## src/include/mdc_pkg.sv

```systemverilog
// Constants and types for the motor driver configuration register bank
package mdc_pkg;
  localparam int unsigned CLK_PERIOD_NS = 40;

  // Register offsets
  localparam logic [5:0] ADDR_LOCK = 6'h03;
  localparam logic [5:0] ADDR_MODE = 6'h04;
  localparam logic [5:0] ADDR_PROT = 6'h05;
  localparam logic [5:0] ADDR_OC   = 6'h06;
  localparam logic [5:0] ADDR_RECT = 6'h07;
  localparam logic [5:0] ADDR_REGU = 6'h08;

  // Reset values and writable masks
  localparam logic [7:0] RST_MODE   = 8'h60;
  localparam logic [7:0] RST_PROT   = 8'h46;
  localparam logic [7:0] RST_OC     = 8'h10;
  localparam logic [7:0] RST_RECT   = 8'h00;
  localparam logic [7:0] RST_REGU   = 8'h00;
  localparam logic [7:0] WMASK_MODE = 8'hfe;
  localparam logic [7:0] WMASK_PROT = 8'h7f;
  localparam logic [7:0] WMASK_REGU = 8'h3f;
  localparam logic [2:0] LOCK_KEY   = 3'h6;
  localparam logic [2:0] UNLOCK_KEY = 3'h3;

  // Field positions
  localparam int SDO_BIT   = 5;
  localparam int SLEW_LSB  = 3;
  localparam int INMD_LSB  = 1;
  localparam int CLR_BIT   = 0;
  localparam int FREQ_BIT  = 4;
  localparam int OVSEL_BIT = 3;
  localparam int OVEN_BIT  = 2;
  localparam int SREP_BIT  = 1;
  localparam int OREP_BIT  = 0;
  localparam int DOFF_BIT  = 7;
  localparam int CBC_BIT   = 6;
  localparam int DEG_LSB   = 4;
  localparam int RTRY_BIT  = 3;
  localparam int LVL_BIT   = 2;
  localparam int RESP_LSB  = 0;
  localparam int RECIR_BIT = 6;
  localparam int AAR_BIT   = 3;
  localparam int ASR_BIT   = 2;
  localparam int GAIN_LSB  = 0;
  localparam int SEQ_BIT   = 4;
  localparam int BCL_BIT   = 3;
  localparam int VSEL_LSB  = 1;
  localparam int BDIS_BIT  = 0;

  // Serial frame layout
  localparam logic [4:0] FRAME_BITS = 5'd16;
  localparam logic [4:0] ADDR_DONE  = 5'd7;
  localparam int RW_BIT   = 15;
  localparam int ADDR_POS = 9;

  // Overcurrent deglitch times, least times rounded up
  localparam int unsigned DEG0_NS  = 200;
  localparam int unsigned DEG1_NS  = 600;
  localparam int unsigned DEG2_NS  = 1250;
  localparam int unsigned DEG3_NS  = 1600;
  localparam logic [5:0] DEG0_CYC = 6'((DEG0_NS + CLK_PERIOD_NS - 1) / CLK_PERIOD_NS);
  localparam logic [5:0] DEG1_CYC = 6'((DEG1_NS + CLK_PERIOD_NS - 1) / CLK_PERIOD_NS);
  localparam logic [5:0] DEG2_CYC = 6'((DEG2_NS + CLK_PERIOD_NS - 1) / CLK_PERIOD_NS);
  localparam logic [5:0] DEG3_CYC = 6'((DEG3_NS + CLK_PERIOD_NS - 1) / CLK_PERIOD_NS);

  // Overcurrent retry waits
  localparam int unsigned RETRY_SHORT_MS  = 5;
  localparam int unsigned RETRY_LONG_MS   = 500;
  localparam int unsigned RETRY_SHORT_CYC = RETRY_SHORT_MS * 1000000 / CLK_PERIOD_NS;
  localparam int unsigned RETRY_LONG_CYC  = RETRY_LONG_MS * 1000000 / CLK_PERIOD_NS;

  // Overcurrent response codes
  localparam logic [1:0] RESP_LATCH  = 2'h0;
  localparam logic [1:0] RESP_RETRY  = 2'h1;
  localparam logic [1:0] RESP_REPORT = 2'h2;
  localparam logic [1:0] RESP_NONE   = 2'h3;

  typedef enum logic [1:0] {OC_IDLE, OC_LATCHED, OC_RETRY} mdc_oc_e;

  // Accepted serial write
  typedef struct packed {
    logic       valid;
    logic [5:0] addr;
    logic [7:0] data;
  } mdc_wr_s;

  // Decoded configuration towards the analog side
  typedef struct packed {
    logic       serial_out_drive_select;
    logic [1:0] slew_rate;
    logic [1:0] input_mode;
    logic       full_duty_freq;
    logic       overvoltage_level_select;
    logic       overvoltage_enable;
    logic       overcurrent_threshold;
    logic       limit_recirculation_select;
    logic       sync_rectify_enable;
    logic       async_rectify_enable;
    logic [1:0] sense_amp_gain;
    logic       regulator_sequencing_off;
    logic       regulator_current_limit;
    logic [1:0] regulator_voltage;
    logic       regulator_disable;
  } mdc_cfg_s;
endpackage

```

## src/mdc_config_bank.sv

```systemverilog
// Configuration register bank with lock, fault pin and overcurrent control
`timescale 1ns/1ps
`default_nettype none
module mdc_config_bank #(
  parameter int unsigned RETRY_SHORT_CYCLES = mdc_pkg::RETRY_SHORT_CYC,
  parameter int unsigned RETRY_LONG_CYCLES  = mdc_pkg::RETRY_LONG_CYC
) (
  input  wire logic        CLK,        // 25 MHz system clock
  input  wire logic        ARST_N,     // Asynchronous reset, low
  input  wire logic        CE,         // Clock enable, freezes all state but the reset synchroniser
  input  wire logic        SCLK,       // Serial clock pin
  input  wire logic        SCS_N,      // Serial chip select, low
  input  wire logic        SDI,        // Serial data in pin
  output logic             SDO_O,      // Serial data out level
  output logic             SDO_OE,     // Serial data out enable
  input  wire logic        OC_RAW,     // Overcurrent comparator
  input  wire logic        OTW_RAW,    // Overtemperature warning
  input  wire logic        PWM_IN,     // PWM input for cycle clear
  output logic             FAULT_N_O,  // Fault pin level, always low
  output logic             FAULT_N_OE, // Fault pin pulled low
  output logic             DRIVER_HIZ, // Output stage high impedance
  output logic             OC_ACTIVE,  // Overcurrent fault in force
  output mdc_pkg::mdc_cfg_s CFG        // Decoded configuration
);
  typedef struct packed {
    logic [7:0]       mode_reg;
    logic [7:0]       prot_reg;
    logic [7:0]       oc_reg;
    logic [7:0]       rect_reg;
    logic [7:0]       regu_reg;
    logic [2:0]       lock_val;
    logic             locked;
    logic [1:0]       oc_sync;
    logic [1:0]       otw_sync;
    logic [1:0]       pwm_sync;
    logic             pwm_prev;
    logic [5:0]       deg_cnt;
    logic [23:0]      retry_cnt;
    mdc_pkg::mdc_oc_e oc_state;
    logic             oc_flag;
    logic             spi_flt;
    logic             fault_drv;
    logic             hiz;
  } mdc_bank_st_s;

  localparam mdc_bank_st_s ST_RST = '{
    mode_reg: mdc_pkg::RST_MODE,
    prot_reg: mdc_pkg::RST_PROT,
    oc_reg:   mdc_pkg::RST_OC,
    rect_reg: mdc_pkg::RST_RECT,
    regu_reg: mdc_pkg::RST_REGU,
    oc_state: mdc_pkg::OC_IDLE,
    default:  '0
  };

  mdc_bank_st_s     s_reg;
  mdc_bank_st_s     s_next;
  logic [1:0]       rst_sync_reg;
  logic             rst_n;
  mdc_pkg::mdc_wr_s wr;
  logic             frame_err;
  logic [5:0]       rd_addr;
  logic [7:0]       rd_data;
  logic             sdo_bit;
  logic             sp_active;
  logic             wr_ok;
  logic             clr;
  logic             oc_event;
  logic             cbc_clear;
  logic [1:0]       resp;
  logic [23:0]      retry_last;

  // Deglitch length for a filter code
  function automatic logic [5:0] deg_cycles(input logic [1:0] code);
    logic [5:0] c;
    unique case (code)
      2'h0: c = mdc_pkg::DEG0_CYC;
      2'h1: c = mdc_pkg::DEG1_CYC;
      2'h2: c = mdc_pkg::DEG2_CYC;
      2'h3: c = mdc_pkg::DEG3_CYC;
    endcase
    return c;
  endfunction

  // Read value of a register; unmapped offsets read zero
  function automatic logic [7:0] rd_mux(input logic [5:0] a, input mdc_bank_st_s st);
    logic [7:0] v;
    v = 8'h00;
    unique case (a)
      mdc_pkg::ADDR_LOCK: v = {5'h00, st.lock_val};
      mdc_pkg::ADDR_MODE: v = st.mode_reg;
      mdc_pkg::ADDR_PROT: v = st.prot_reg;
      mdc_pkg::ADDR_OC:   v = st.oc_reg;
      mdc_pkg::ADDR_RECT: v = st.rect_reg;
      mdc_pkg::ADDR_REGU: v = st.regu_reg;
      default:            v = 8'h00;
    endcase
    return v;
  endfunction

  // Reset released through two stages so all state leaves reset together
  always_ff @(posedge CLK or negedge ARST_N)
  begin
    if (!ARST_N)
      rst_sync_reg <= 2'h0;
    else
      rst_sync_reg <= {rst_sync_reg[0], 1'b1};
  end
  assign rst_n = rst_sync_reg[1];

  mdc_serial_port u_port (
    .clk       (CLK),
    .rst_n     (rst_n),
    .ce        (CE),
    .sclk      (SCLK),
    .cs_n      (SCS_N),
    .sdi       (SDI),
    .rd_data   (rd_data),
    .wr        (wr),
    .frame_err (frame_err),
    .rd_addr   (rd_addr),
    .sdo       (sdo_bit),
    .active    (sp_active)
  );

  assign rd_data = rd_mux(rd_addr, s_reg);

  // Write gating by the lock and the clear command pulse
  always_comb
  begin
    wr_ok = wr.valid && (!s_reg.locked || wr.addr == mdc_pkg::ADDR_LOCK);
    clr = wr_ok && wr.addr == mdc_pkg::ADDR_MODE && wr.data[mdc_pkg::CLR_BIT];
    resp = s_reg.oc_reg[mdc_pkg::RESP_LSB +: 2];
    cbc_clear = s_reg.oc_reg[mdc_pkg::CBC_BIT] && (s_reg.pwm_sync[1] != s_reg.pwm_prev);
    if (s_reg.oc_reg[mdc_pkg::RTRY_BIT])
      retry_last = 24'(RETRY_LONG_CYCLES - 1);
    else
      retry_last = 24'(RETRY_SHORT_CYCLES - 1);
  end

  // Next state of the whole bank
  always_comb
  begin
    s_next = s_reg;
    oc_event = 1'b0;
    s_next.oc_sync = {s_reg.oc_sync[0], OC_RAW};
    s_next.otw_sync = {s_reg.otw_sync[0], OTW_RAW};
    s_next.pwm_sync = {s_reg.pwm_sync[0], PWM_IN};
    s_next.pwm_prev = s_reg.pwm_sync[1];

    // Register writes; masks keep read-zero bits and the clear bit at zero
    if (wr_ok)
    begin
      unique case (wr.addr)
        mdc_pkg::ADDR_LOCK:
        begin
          s_next.lock_val = wr.data[2:0];
          if (wr.data[2:0] == mdc_pkg::LOCK_KEY)
            s_next.locked = 1'b1;
          else if (wr.data[2:0] == mdc_pkg::UNLOCK_KEY)
            s_next.locked = 1'b0;
        end
        mdc_pkg::ADDR_MODE: s_next.mode_reg = wr.data & mdc_pkg::WMASK_MODE;
        mdc_pkg::ADDR_PROT: s_next.prot_reg = wr.data & mdc_pkg::WMASK_PROT;
        mdc_pkg::ADDR_OC:   s_next.oc_reg = wr.data;
        mdc_pkg::ADDR_RECT: s_next.rect_reg = wr.data;
        mdc_pkg::ADDR_REGU: s_next.regu_reg = wr.data & mdc_pkg::WMASK_REGU;
        default:            s_next.lock_val = s_reg.lock_val;
      endcase
    end

    // Overcurrent must hold for the whole filter time before it counts
    if (s_reg.oc_sync[1])
    begin
      if (s_reg.deg_cnt + 6'h01 >= deg_cycles(s_reg.oc_reg[mdc_pkg::DEG_LSB +: 2]))
        oc_event = 1'b1;
      else
        s_next.deg_cnt = s_reg.deg_cnt + 6'h01;
    end
    else
      s_next.deg_cnt = 6'h00;

    // Response to an accepted overcurrent
    unique case (s_reg.oc_state)
      mdc_pkg::OC_IDLE:
      begin
        if (oc_event && resp == mdc_pkg::RESP_LATCH)
          s_next.oc_state = mdc_pkg::OC_LATCHED;
        else if (oc_event && resp == mdc_pkg::RESP_RETRY)
        begin
          s_next.oc_state = mdc_pkg::OC_RETRY;
          s_next.retry_cnt = 24'h000000;
        end
      end
      mdc_pkg::OC_LATCHED:
      begin
        if (clr || cbc_clear)
        begin
          s_next.oc_state = mdc_pkg::OC_IDLE;
          s_next.deg_cnt = 6'h00;
        end
      end
      mdc_pkg::OC_RETRY:
      begin
        if (cbc_clear || s_reg.retry_cnt >= retry_last)
        begin
          s_next.oc_state = mdc_pkg::OC_IDLE;
          s_next.deg_cnt = 6'h00;
        end
        else
          s_next.retry_cnt = s_reg.retry_cnt + 24'h000001;
      end
      default: s_next.oc_state = mdc_pkg::OC_IDLE;
    endcase

    // Sticky fault flags; a new event beats a clear in the same cycle
    s_next.oc_flag = (oc_event && resp != mdc_pkg::RESP_NONE) || (s_reg.oc_flag && !clr);
    s_next.spi_flt = frame_err || (s_reg.spi_flt && !clr);

    // Fault pin sources; overcurrent flag always, serial and warning faults each behind a reporting bit
    s_next.fault_drv = s_reg.oc_flag
      || (s_reg.spi_flt && !s_reg.prot_reg[mdc_pkg::SREP_BIT])
      || (s_reg.otw_sync[1] && s_reg.prot_reg[mdc_pkg::OREP_BIT]);

    // Output stage off by software or by an active overcurrent fault
    s_next.hiz = s_reg.oc_reg[mdc_pkg::DOFF_BIT] || s_reg.oc_state != mdc_pkg::OC_IDLE;
  end

  // Single state register, frozen while CE is low
  always_ff @(posedge CLK or negedge rst_n)
  begin
    if (!rst_n)
      s_reg <= ST_RST;
    else if (CE)
      s_reg <= s_next;
  end

  // Open drain only pulls low; push-pull drives both levels during a frame
  always_comb
  begin
    if (s_reg.mode_reg[mdc_pkg::SDO_BIT])
    begin
      SDO_O = sdo_bit;
      SDO_OE = sp_active;
    end
    else
    begin
      SDO_O = 1'b0;
      SDO_OE = sp_active && !sdo_bit;
    end
  end

  // Fault pin is open drain and active low
  assign FAULT_N_O = 1'b0;
  assign FAULT_N_OE = s_reg.fault_drv;
  assign DRIVER_HIZ = s_reg.hiz;
  assign OC_ACTIVE = s_reg.oc_state != mdc_pkg::OC_IDLE;

  // Field decode for the power and analog sections
  assign CFG.serial_out_drive_select = s_reg.mode_reg[mdc_pkg::SDO_BIT];
  assign CFG.slew_rate = s_reg.mode_reg[mdc_pkg::SLEW_LSB +: 2];
  assign CFG.input_mode = s_reg.mode_reg[mdc_pkg::INMD_LSB +: 2];
  assign CFG.full_duty_freq = s_reg.prot_reg[mdc_pkg::FREQ_BIT];
  assign CFG.overvoltage_level_select = s_reg.prot_reg[mdc_pkg::OVSEL_BIT];
  assign CFG.overvoltage_enable = s_reg.prot_reg[mdc_pkg::OVEN_BIT];
  assign CFG.overcurrent_threshold = s_reg.oc_reg[mdc_pkg::LVL_BIT];
  assign CFG.limit_recirculation_select = s_reg.rect_reg[mdc_pkg::RECIR_BIT];
  assign CFG.sync_rectify_enable = s_reg.rect_reg[mdc_pkg::ASR_BIT];
  assign CFG.async_rectify_enable = s_reg.rect_reg[mdc_pkg::AAR_BIT];
  assign CFG.sense_amp_gain = s_reg.rect_reg[mdc_pkg::GAIN_LSB +: 2];
  assign CFG.regulator_sequencing_off = s_reg.regu_reg[mdc_pkg::SEQ_BIT];
  assign CFG.regulator_current_limit = s_reg.regu_reg[mdc_pkg::BCL_BIT];
  assign CFG.regulator_voltage = s_reg.regu_reg[mdc_pkg::VSEL_LSB +: 2];
  assign CFG.regulator_disable = s_reg.regu_reg[mdc_pkg::BDIS_BIT];
endmodule
`default_nettype wire

```

## src/mdc_serial_port.sv

```systemverilog
// Sixteen-bit serial slave that turns pin frames into register accesses
`timescale 1ns/1ps
`default_nettype none
module mdc_serial_port (
  input  wire logic           clk,       // System clock
  input  wire logic           rst_n,     // Synchronised reset
  input  wire logic           ce,        // Clock enable
  input  wire logic           sclk,      // Serial clock pin
  input  wire logic           cs_n,      // Chip select pin
  input  wire logic           sdi,       // Serial data in pin
  input  wire logic [7:0]     rd_data,   // Read data for rd_addr
  output mdc_pkg::mdc_wr_s    wr,        // Write pulse
  output logic                frame_err, // Bad frame pulse
  output logic [5:0]          rd_addr,   // Address being read
  output logic                sdo,       // Serial data out bit
  output logic                active     // Frame in progress
);
  typedef struct packed {
    logic [1:0]       cs_sync;
    logic [1:0]       sclk_sync;
    logic [1:0]       sdi_sync;
    logic             sclk_prev;
    logic             cs_prev;
    logic [4:0]       cnt;
    logic [15:0]      rx;
    logic [7:0]       tx;
    logic             sdo;
    logic             err;
    mdc_pkg::mdc_wr_s wr;
  } mdc_sp_st_s;

  mdc_sp_st_s s_reg;
  mdc_sp_st_s s_next;
  logic       sclk_rise;
  logic       sclk_fall;
  logic       cs_rise;

  // Pins pass two stages; edges look at the second only
  always_comb
  begin
    s_next = s_reg;
    s_next.cs_sync = {s_reg.cs_sync[0], cs_n};
    s_next.sclk_sync = {s_reg.sclk_sync[0], sclk};
    s_next.sdi_sync = {s_reg.sdi_sync[0], sdi};
    s_next.sclk_prev = s_reg.sclk_sync[1];
    s_next.cs_prev = s_reg.cs_sync[1];
    s_next.wr.valid = 1'b0;
    s_next.err = 1'b0;
    sclk_rise = s_reg.sclk_sync[1] & ~s_reg.sclk_prev;
    sclk_fall = ~s_reg.sclk_sync[1] & s_reg.sclk_prev;
    cs_rise = s_reg.cs_sync[1] & ~s_reg.cs_prev;
    if (cs_rise)
    begin
      // Only a whole frame counts; short or long ones flag a fault
      if (s_reg.cnt != mdc_pkg::FRAME_BITS)
        s_next.err = 1'b1;
      else if (!s_reg.rx[mdc_pkg::RW_BIT])
      begin
        s_next.wr.valid = 1'b1;
        s_next.wr.addr = s_reg.rx[mdc_pkg::ADDR_POS +: 6];
        s_next.wr.data = s_reg.rx[7:0];
      end
      s_next.cnt = '0;
      s_next.sdo = 1'b0;
    end
    else if (!s_reg.cs_sync[1])
    begin
      // Sample on falling edge, shift out on rising edge
      if (sclk_fall)
      begin
        s_next.rx = {s_reg.rx[14:0], s_reg.sdi_sync[1]};
        if (s_reg.cnt != 5'h1f)
          s_next.cnt = s_reg.cnt + 5'h01;
        if (s_reg.cnt == mdc_pkg::ADDR_DONE)
          s_next.tx = rd_data;
      end
      if (sclk_rise)
      begin
        if (s_reg.cnt > mdc_pkg::ADDR_DONE)
        begin
          s_next.sdo = s_reg.tx[7];
          s_next.tx = {s_reg.tx[6:0], 1'b0};
        end
        else
          s_next.sdo = 1'b0;
      end
    end
  end

  // Single state register, frozen while ce is low
  always_ff @(posedge clk or negedge rst_n)
  begin
    if (!rst_n)
      s_reg <= '{cs_sync: 2'h3, cs_prev: 1'b1, default: '0};
    else if (ce)
      s_reg <= s_next;
  end

  assign wr = s_reg.wr;
  assign frame_err = s_reg.err;
  assign rd_addr = s_reg.rx[5:0];
  assign sdo = s_reg.sdo;
  assign active = ~s_reg.cs_sync[1];
endmodule
`default_nettype wire

```

## config.mk

```make
export PLATFORM = sky130hd
export DESIGN_NAME = mdc_config_bank
export DESIGN_NICKNAME = d
export VERILOG_FILES = /design/src/include/mdc_pkg.sv /design/src/mdc_config_bank.sv /design/src/mdc_serial_port.sv
export SDC_FILE = /design/constraint.sdc
export NUM_CORES = 1
export LEC_CHECK = 0
export BUFFER_PORTS_ARGS = -buffer_cell sky130_fd_sc_hd__clkbuf_2
export CORE_MARGIN = 2
export CORE_UTILIZATION = 55
export CTS_CLUSTER_DIAMETER = 40
export DETAILED_ROUTE_END_ITERATION = 12
export MAX_ROUTING_LAYER = met4
export PLACE_DENSITY_LB_ADDON = 0.15
export SLEW_MARGIN = 20
export SYNTH_ARGS = -nofsm -noshare
export SYNTH_HDL_FRONTEND = slang
export SYNTH_SLANG_ARGS = --single-unit
```

## constraint.sdc

```tcl
create_clock -name CLK -period 9.68 [get_ports CLK]
set_input_delay 2.42 -clock CLK [delete_from_list [all_inputs] [get_ports CLK]]
set_output_delay 2.42 -clock CLK [all_outputs]
set_load 0.1 [all_outputs]
```

# Word level (Yosys, flattened, before mapping)
# Cells that the tools add are included.
dict set report totals {
  elab_cells 163
  out_inout_bits 25
  in_bits 9
  ff_bits 139
}
dict set report classes {
  n_bitwise 10
  reduce_logical 47
  n_eq_ne 32
  add_sub_neg 3
  mux 36
  magnitude_cmp 3
}
# operator count
set op_table {}
lappend op_table {{two-way mux 24 bit} 3}
lappend op_table {{== test 6 x 3 -> 1 bit (second input constant)} 8}
lappend op_table {{one-hot mux 24 bit (2 select lines)} 1}
lappend op_table {{one-hot mux 8 bit (6 select lines)} 1}
lappend op_table {{two-way mux 15 bit} 2}
lappend op_table {{two-way mux 30 bit} 1}
lappend op_table {{two-way mux 6 bit} 5}
lappend op_table {{two-way mux 29 bit} 1}
lappend op_table {{two-way mux 26 bit} 1}
lappend op_table {{adder 24 x 1 -> 24 bit (second input constant)} 1}
lappend op_table {{greater-or-equal comparator 24 bit} 1}
lappend op_table {{one-hot mux 6 bit (4 select lines)} 1}
lappend op_table {{AND reduction 3 bit} 8}
lappend op_table {{AND reduction 4 bit} 5}
lappend op_table {{two-way mux 16 bit} 1}
lappend op_table {{two-way mux 8 bit} 2}
lappend op_table {{!= test 2 bit (second input constant)} 7}
lappend op_table {{== test 6 x 2 -> 1 bit (second input constant)} 2}
lappend op_table {{== test 6 x 4 -> 1 bit (second input constant)} 2}
lappend op_table {{logical AND 1 bit} 12}
lappend op_table {{one-hot mux 6 bit (2 select lines)} 1}
lappend op_table {{nonzero test 2 bit} 6}
lappend op_table {{two-way mux 5 bit} 2}
lappend op_table {{!= test 5 bit (second input constant)} 2}
lappend op_table {{21 further kinds} 55}

# Logic depth before layout (Yosys ltp)
dict set report logic_depth {
  ltp_word 10
  depth_mapped 11
  depth_no_buf 10
}

# By module
# From an unflattened synthesis, not the netlist that was laid out.
dict set report hier_totals {
  hier_cells 731
  area_unflattened_um2 7673.6
}
# module seq_area_each_um2 area_per_inst_um2 cells_per_inst instances
set by_module_without_submodules {}
lappend by_module_without_submodules {mdc_config_bank 2134.5 5084.9 495 1}
lappend by_module_without_submodules {mdc_serial_port 1355.0 2588.7 236 1}

# Worst setup path after synthesis
# Ideal clock, no wire load.
dict set report synth_timing {
  path_type {flip-flop to output port}
  from {register s_reg, in the netlist CFG[18]}
  to {output port SDO_OE}
  setup_slack_ns 5.239
  path_buffers 0
  t_required_ns 7.260
  stages_incl_launch_ff 3
  t_arrival_ns 2.021
  path_cell_list {dfstp_2 inv_1 a21oi_1}
}
dict set report synth_via {
  elab_chain_len 1
}
# item line_no
set synth_rtl {}
lappend synth_rtl {{start, declared} mdc_config_bank.sv:56} ;# mdc_bank_st_s s_reg;
lappend synth_rtl {{start signal, assigned} mdc_config_bank.sv:235} ;# s_reg <= s_next;
lappend synth_rtl {{two-way mux 1 bit} mdc_config_bank.sv:241} ;# if (s_reg.mode_reg[mdc_pkg::SDO_BIT])
lappend synth_rtl {{end, declared} mdc_config_bank.sv:15} ;# output logic SDO_OE,
# Every way passes these cells.

# Worst setup path after layout
dict set report layout_timing {
  from {input port CE}
  to {register s_reg[12] (netlist bit)}
}
dict set report layout_via {
  elab_chain_len 1
}
# item line_no
set layout_rtl {}
lappend layout_rtl {{start, declared} mdc_config_bank.sv:10} ;# input wire logic CE,
lappend layout_rtl {{AND reduction 5 bit (no line)} --}
# Every way passes these cells.
# A chain may end at the register's enable or synchronous reset.

==> impl_metrics.tcl <==
set metrics [dict create \
    setup_viol 0 \
    final_antenna_net_count 0 \
    dieHeight_um 119 \
    synth_top_area_cell "dfrtp_1" \
    cts_buffer_depth 2 \
    rrSetupSlack_ns 6.24 \
    grtUsageTotal_pct 25.1 \
    max_cap_violations 0 \
    critPathLaunchType "input pin" \
    largest_reg_flops 56 \
    skew_ns 0.00789 \
    area_delta_synth_final_pct 9.87 \
    clock-root-buffer "clkbuf_16" \
    first_pass_iters 5 \
    clock_latency_ns 0.42 \
    synthFlopType "dfrtp_1" \
    antenna_found_initial 0 \
    die_w_um 119 \
    syn_nets 696 \
    clock_sink_count 139 \
    grt_overflow 0 \
    dieArea_um2 14300 \
    fin_setup_tns_ns 0 \
    dp_hpwl_mm 10.9 \
    cts_tree "yes" \
    syn_area_um2 7320 \
    period_minus_slack_ns 4.27 \
    dr.max_layer_used "met4" \
    drcViolationCount 0 \
    grt_pass1_vias 5271 \
    met3WireLength_um 776 \
    p_leak_nw 3.62 \
    vias 5261 \
    worstSetupPathType "input pin to register" \
    grt_pass1_wl_mm 27.2 \
    arrival_ns 4.57 \
    yosys_warnings 0 \
    path_clk_slew_ns 0.06 \
    ctsResizeCount 0 \
    crit_fanout 34 \
    syn_inst 661 \
    wl_mm 16.2 \
    ys_seq_elements 139 \
    fmaxAchievable_mhz 234 \
    async_flop_share_pct 100 \
    wire_per_inst_um 18.8 \
    outcome "complete, no violations" \
    fin_nets 705 \
    p_per_area_nw_per_um2 188 \
    num_rows 42 \
    hold_viol_final 0 \
    dr.first_iter.drc_count 375 \
    critical_path_required_ns 9.98 \
    cts_buffers 17 \
    final.fill_count 1076 \
    rsz0062_at_grt "false" \
    synth-edff-count 0 \
    synth.area.top_cells "dfrtp_1 (44%), mux2_2 (12%), ha_1 (4.4%)" \
    grt_max_degree 73 \
    synth_area_per_cell_um2 11.1 \
    initial_utilization_pct 55.8 \
    pin_count 34 \
    max-slew-margin-rel_pct 31.4 \
    wl_met1_mm 7.56 \
    htreeDepth 4 \
    vdd_drop_max_mv 0.129 \
    met2_length_mm 7.59 \
    postCtsHoldBufs 0 \
    synth_top_area_share_pct 44.4 \
    hp-class "register to register" \
    worst_pin_slew_ns 1.03 \
    cts_setup_buffers 0 \
    diodes 0 \
    yosysUniqueCellTypes 78 \
    hold_ws_ns 0.352 \
    core_um2 13100 \
    io_buffer_count 32 \
    endpoint_kind "register" \
    viasPerCell 6.12 \
    post-route-period-util_pct 44.1 \
    utilization_pct 61.3 \
    finalMaxSlewViolations 0 \
    yosysSeqAreaShare_pct 47.6 \
    globalplace.congestion 0.805 \
    drive_above_1_share_pct 26.5 \
]
==> metrics by stage <==
stage	power, mW	setup slack [ns]	cells	instance area (µm²)
floorplan	0.840	5.24	661	7320
detailed placement	0.901	4.99	827	7480
CTS	1.52	5.43	859	8050
finish	1.51	5.41	859	8050
global placement	0.889	5.11	827	7480
global route	1.57	5.15	859	8050
==> critical path: stages <==
cell	delay, ns
clkbuf_2	0.57
clkinv_1	0.49
o32ai_4	0.34
o21ai_2	0.30
a221o_1	0.43
==> cell usage in the layout, fill, tap and decap left out, types with 8 or more instances in the layout <==
cell and count:
o21ai_0 42, nor3_1 8, and3_1 12, clkbuf_2 32, nor2b_1 8, inv_1 28
a22o_1 10, a31oi_1 8, nor2_1 27, o31ai_1 10, mux2_2 77, nand2_1 52
clkbuf_16 17, nand3_1 22, ha_1 25, dfrtp_1 129, dfstp_2 9
==> area by class of cell <==
cell class	count	area [µm²]	share of cell area, %
clock buffer	22	474	5.89
clock inverter	10	92.6	1.15
inverter	29	109	1.35
multi-input combinational	447	3470	43.1
sequential	139	3490	43.4
tap	176	220	2.74
timing repair buffer	36	190	2.36
==> kinds of logic (layout without fill, tap and decap cells) <==
group           Yosys count  in the layout  synth area share (%)
mux                      84             84                  13.6
xor+xnor                  6              6                 0.820
flops                   139            139                  47.6
simple gates            184            184                  14.0
other cells               2              2                 0.103
buf+inv                  75             97                  5.04
compound gates          145            145                  14.3
fa+ha+maj                26             26                  4.44
==> metal layers <==
metal  vias to the layer above  global-route usage (%)
met5                         -                       -
li1                       2455                       -
met2                       137                    37.0
met3                        28                    6.08
met1                      2641                    34.3
met4                         0                    8.31
==> synthesized netlist by cell type, types with 3 or more instances <==
library cell and count:
o2111ai_1 5, nor3_1 8, mux2_2 77, ha_1 26, nand4_1 7, o221ai_1 3, o21a_1 5, nor4b_2 3
buf_4 21, dfrtp_1 130, xnor2_1 3, dfstp_2 9, o21ai_0 42, and3_1 12, nor3b_1 6, mux4_2 5
nand2b_1 7, a22o_1 10, o31ai_1 10, nand2_1 52, a21oi_1 7, a221o_1 5, o21ai_1 5, nor2_1 27
clkbuf_1 18, a211oi_1 3, nor2b_1 8, a22oi_1 6, o211ai_1 5, inv_1 28, a31oi_1 8, and2_1 7
nor4bb_1 3, buf_2 7, nand3_1 22, a31o_2 3, a32oi_1 5
==> worst paths after layout <==
path,start,endpoint,depth (start not counted)
worst max-delay path,CE,s_reg[12],5
worst min-delay path,rst_sync_reg[0],rst_sync_reg[1],0
worst max register to register,s_reg[66],s_reg[12],8
worst min register to register,rst_sync_reg[0],rst_sync_reg[1],0
max in group asynchronous,ARST_N,rst_sync_reg[1],1
min in group asynchronous,rst_sync_reg[1],u_port.s_reg[31],0
==> power by group <==
| group | total (mW) | internal [mW] | switching [mW] | leakage [nW] |
|---|---|---|---|---|
| clock | 0.617 | 0.373 | 0.244 | 0.280 |
| combinational | 0.191 | 0.0873 | 0.103 | 1.54 |
| sequential | 0.703 | 0.623 | 0.0797 | 1.80 |
Note: power is estimated with default switching activity, not from simulation.
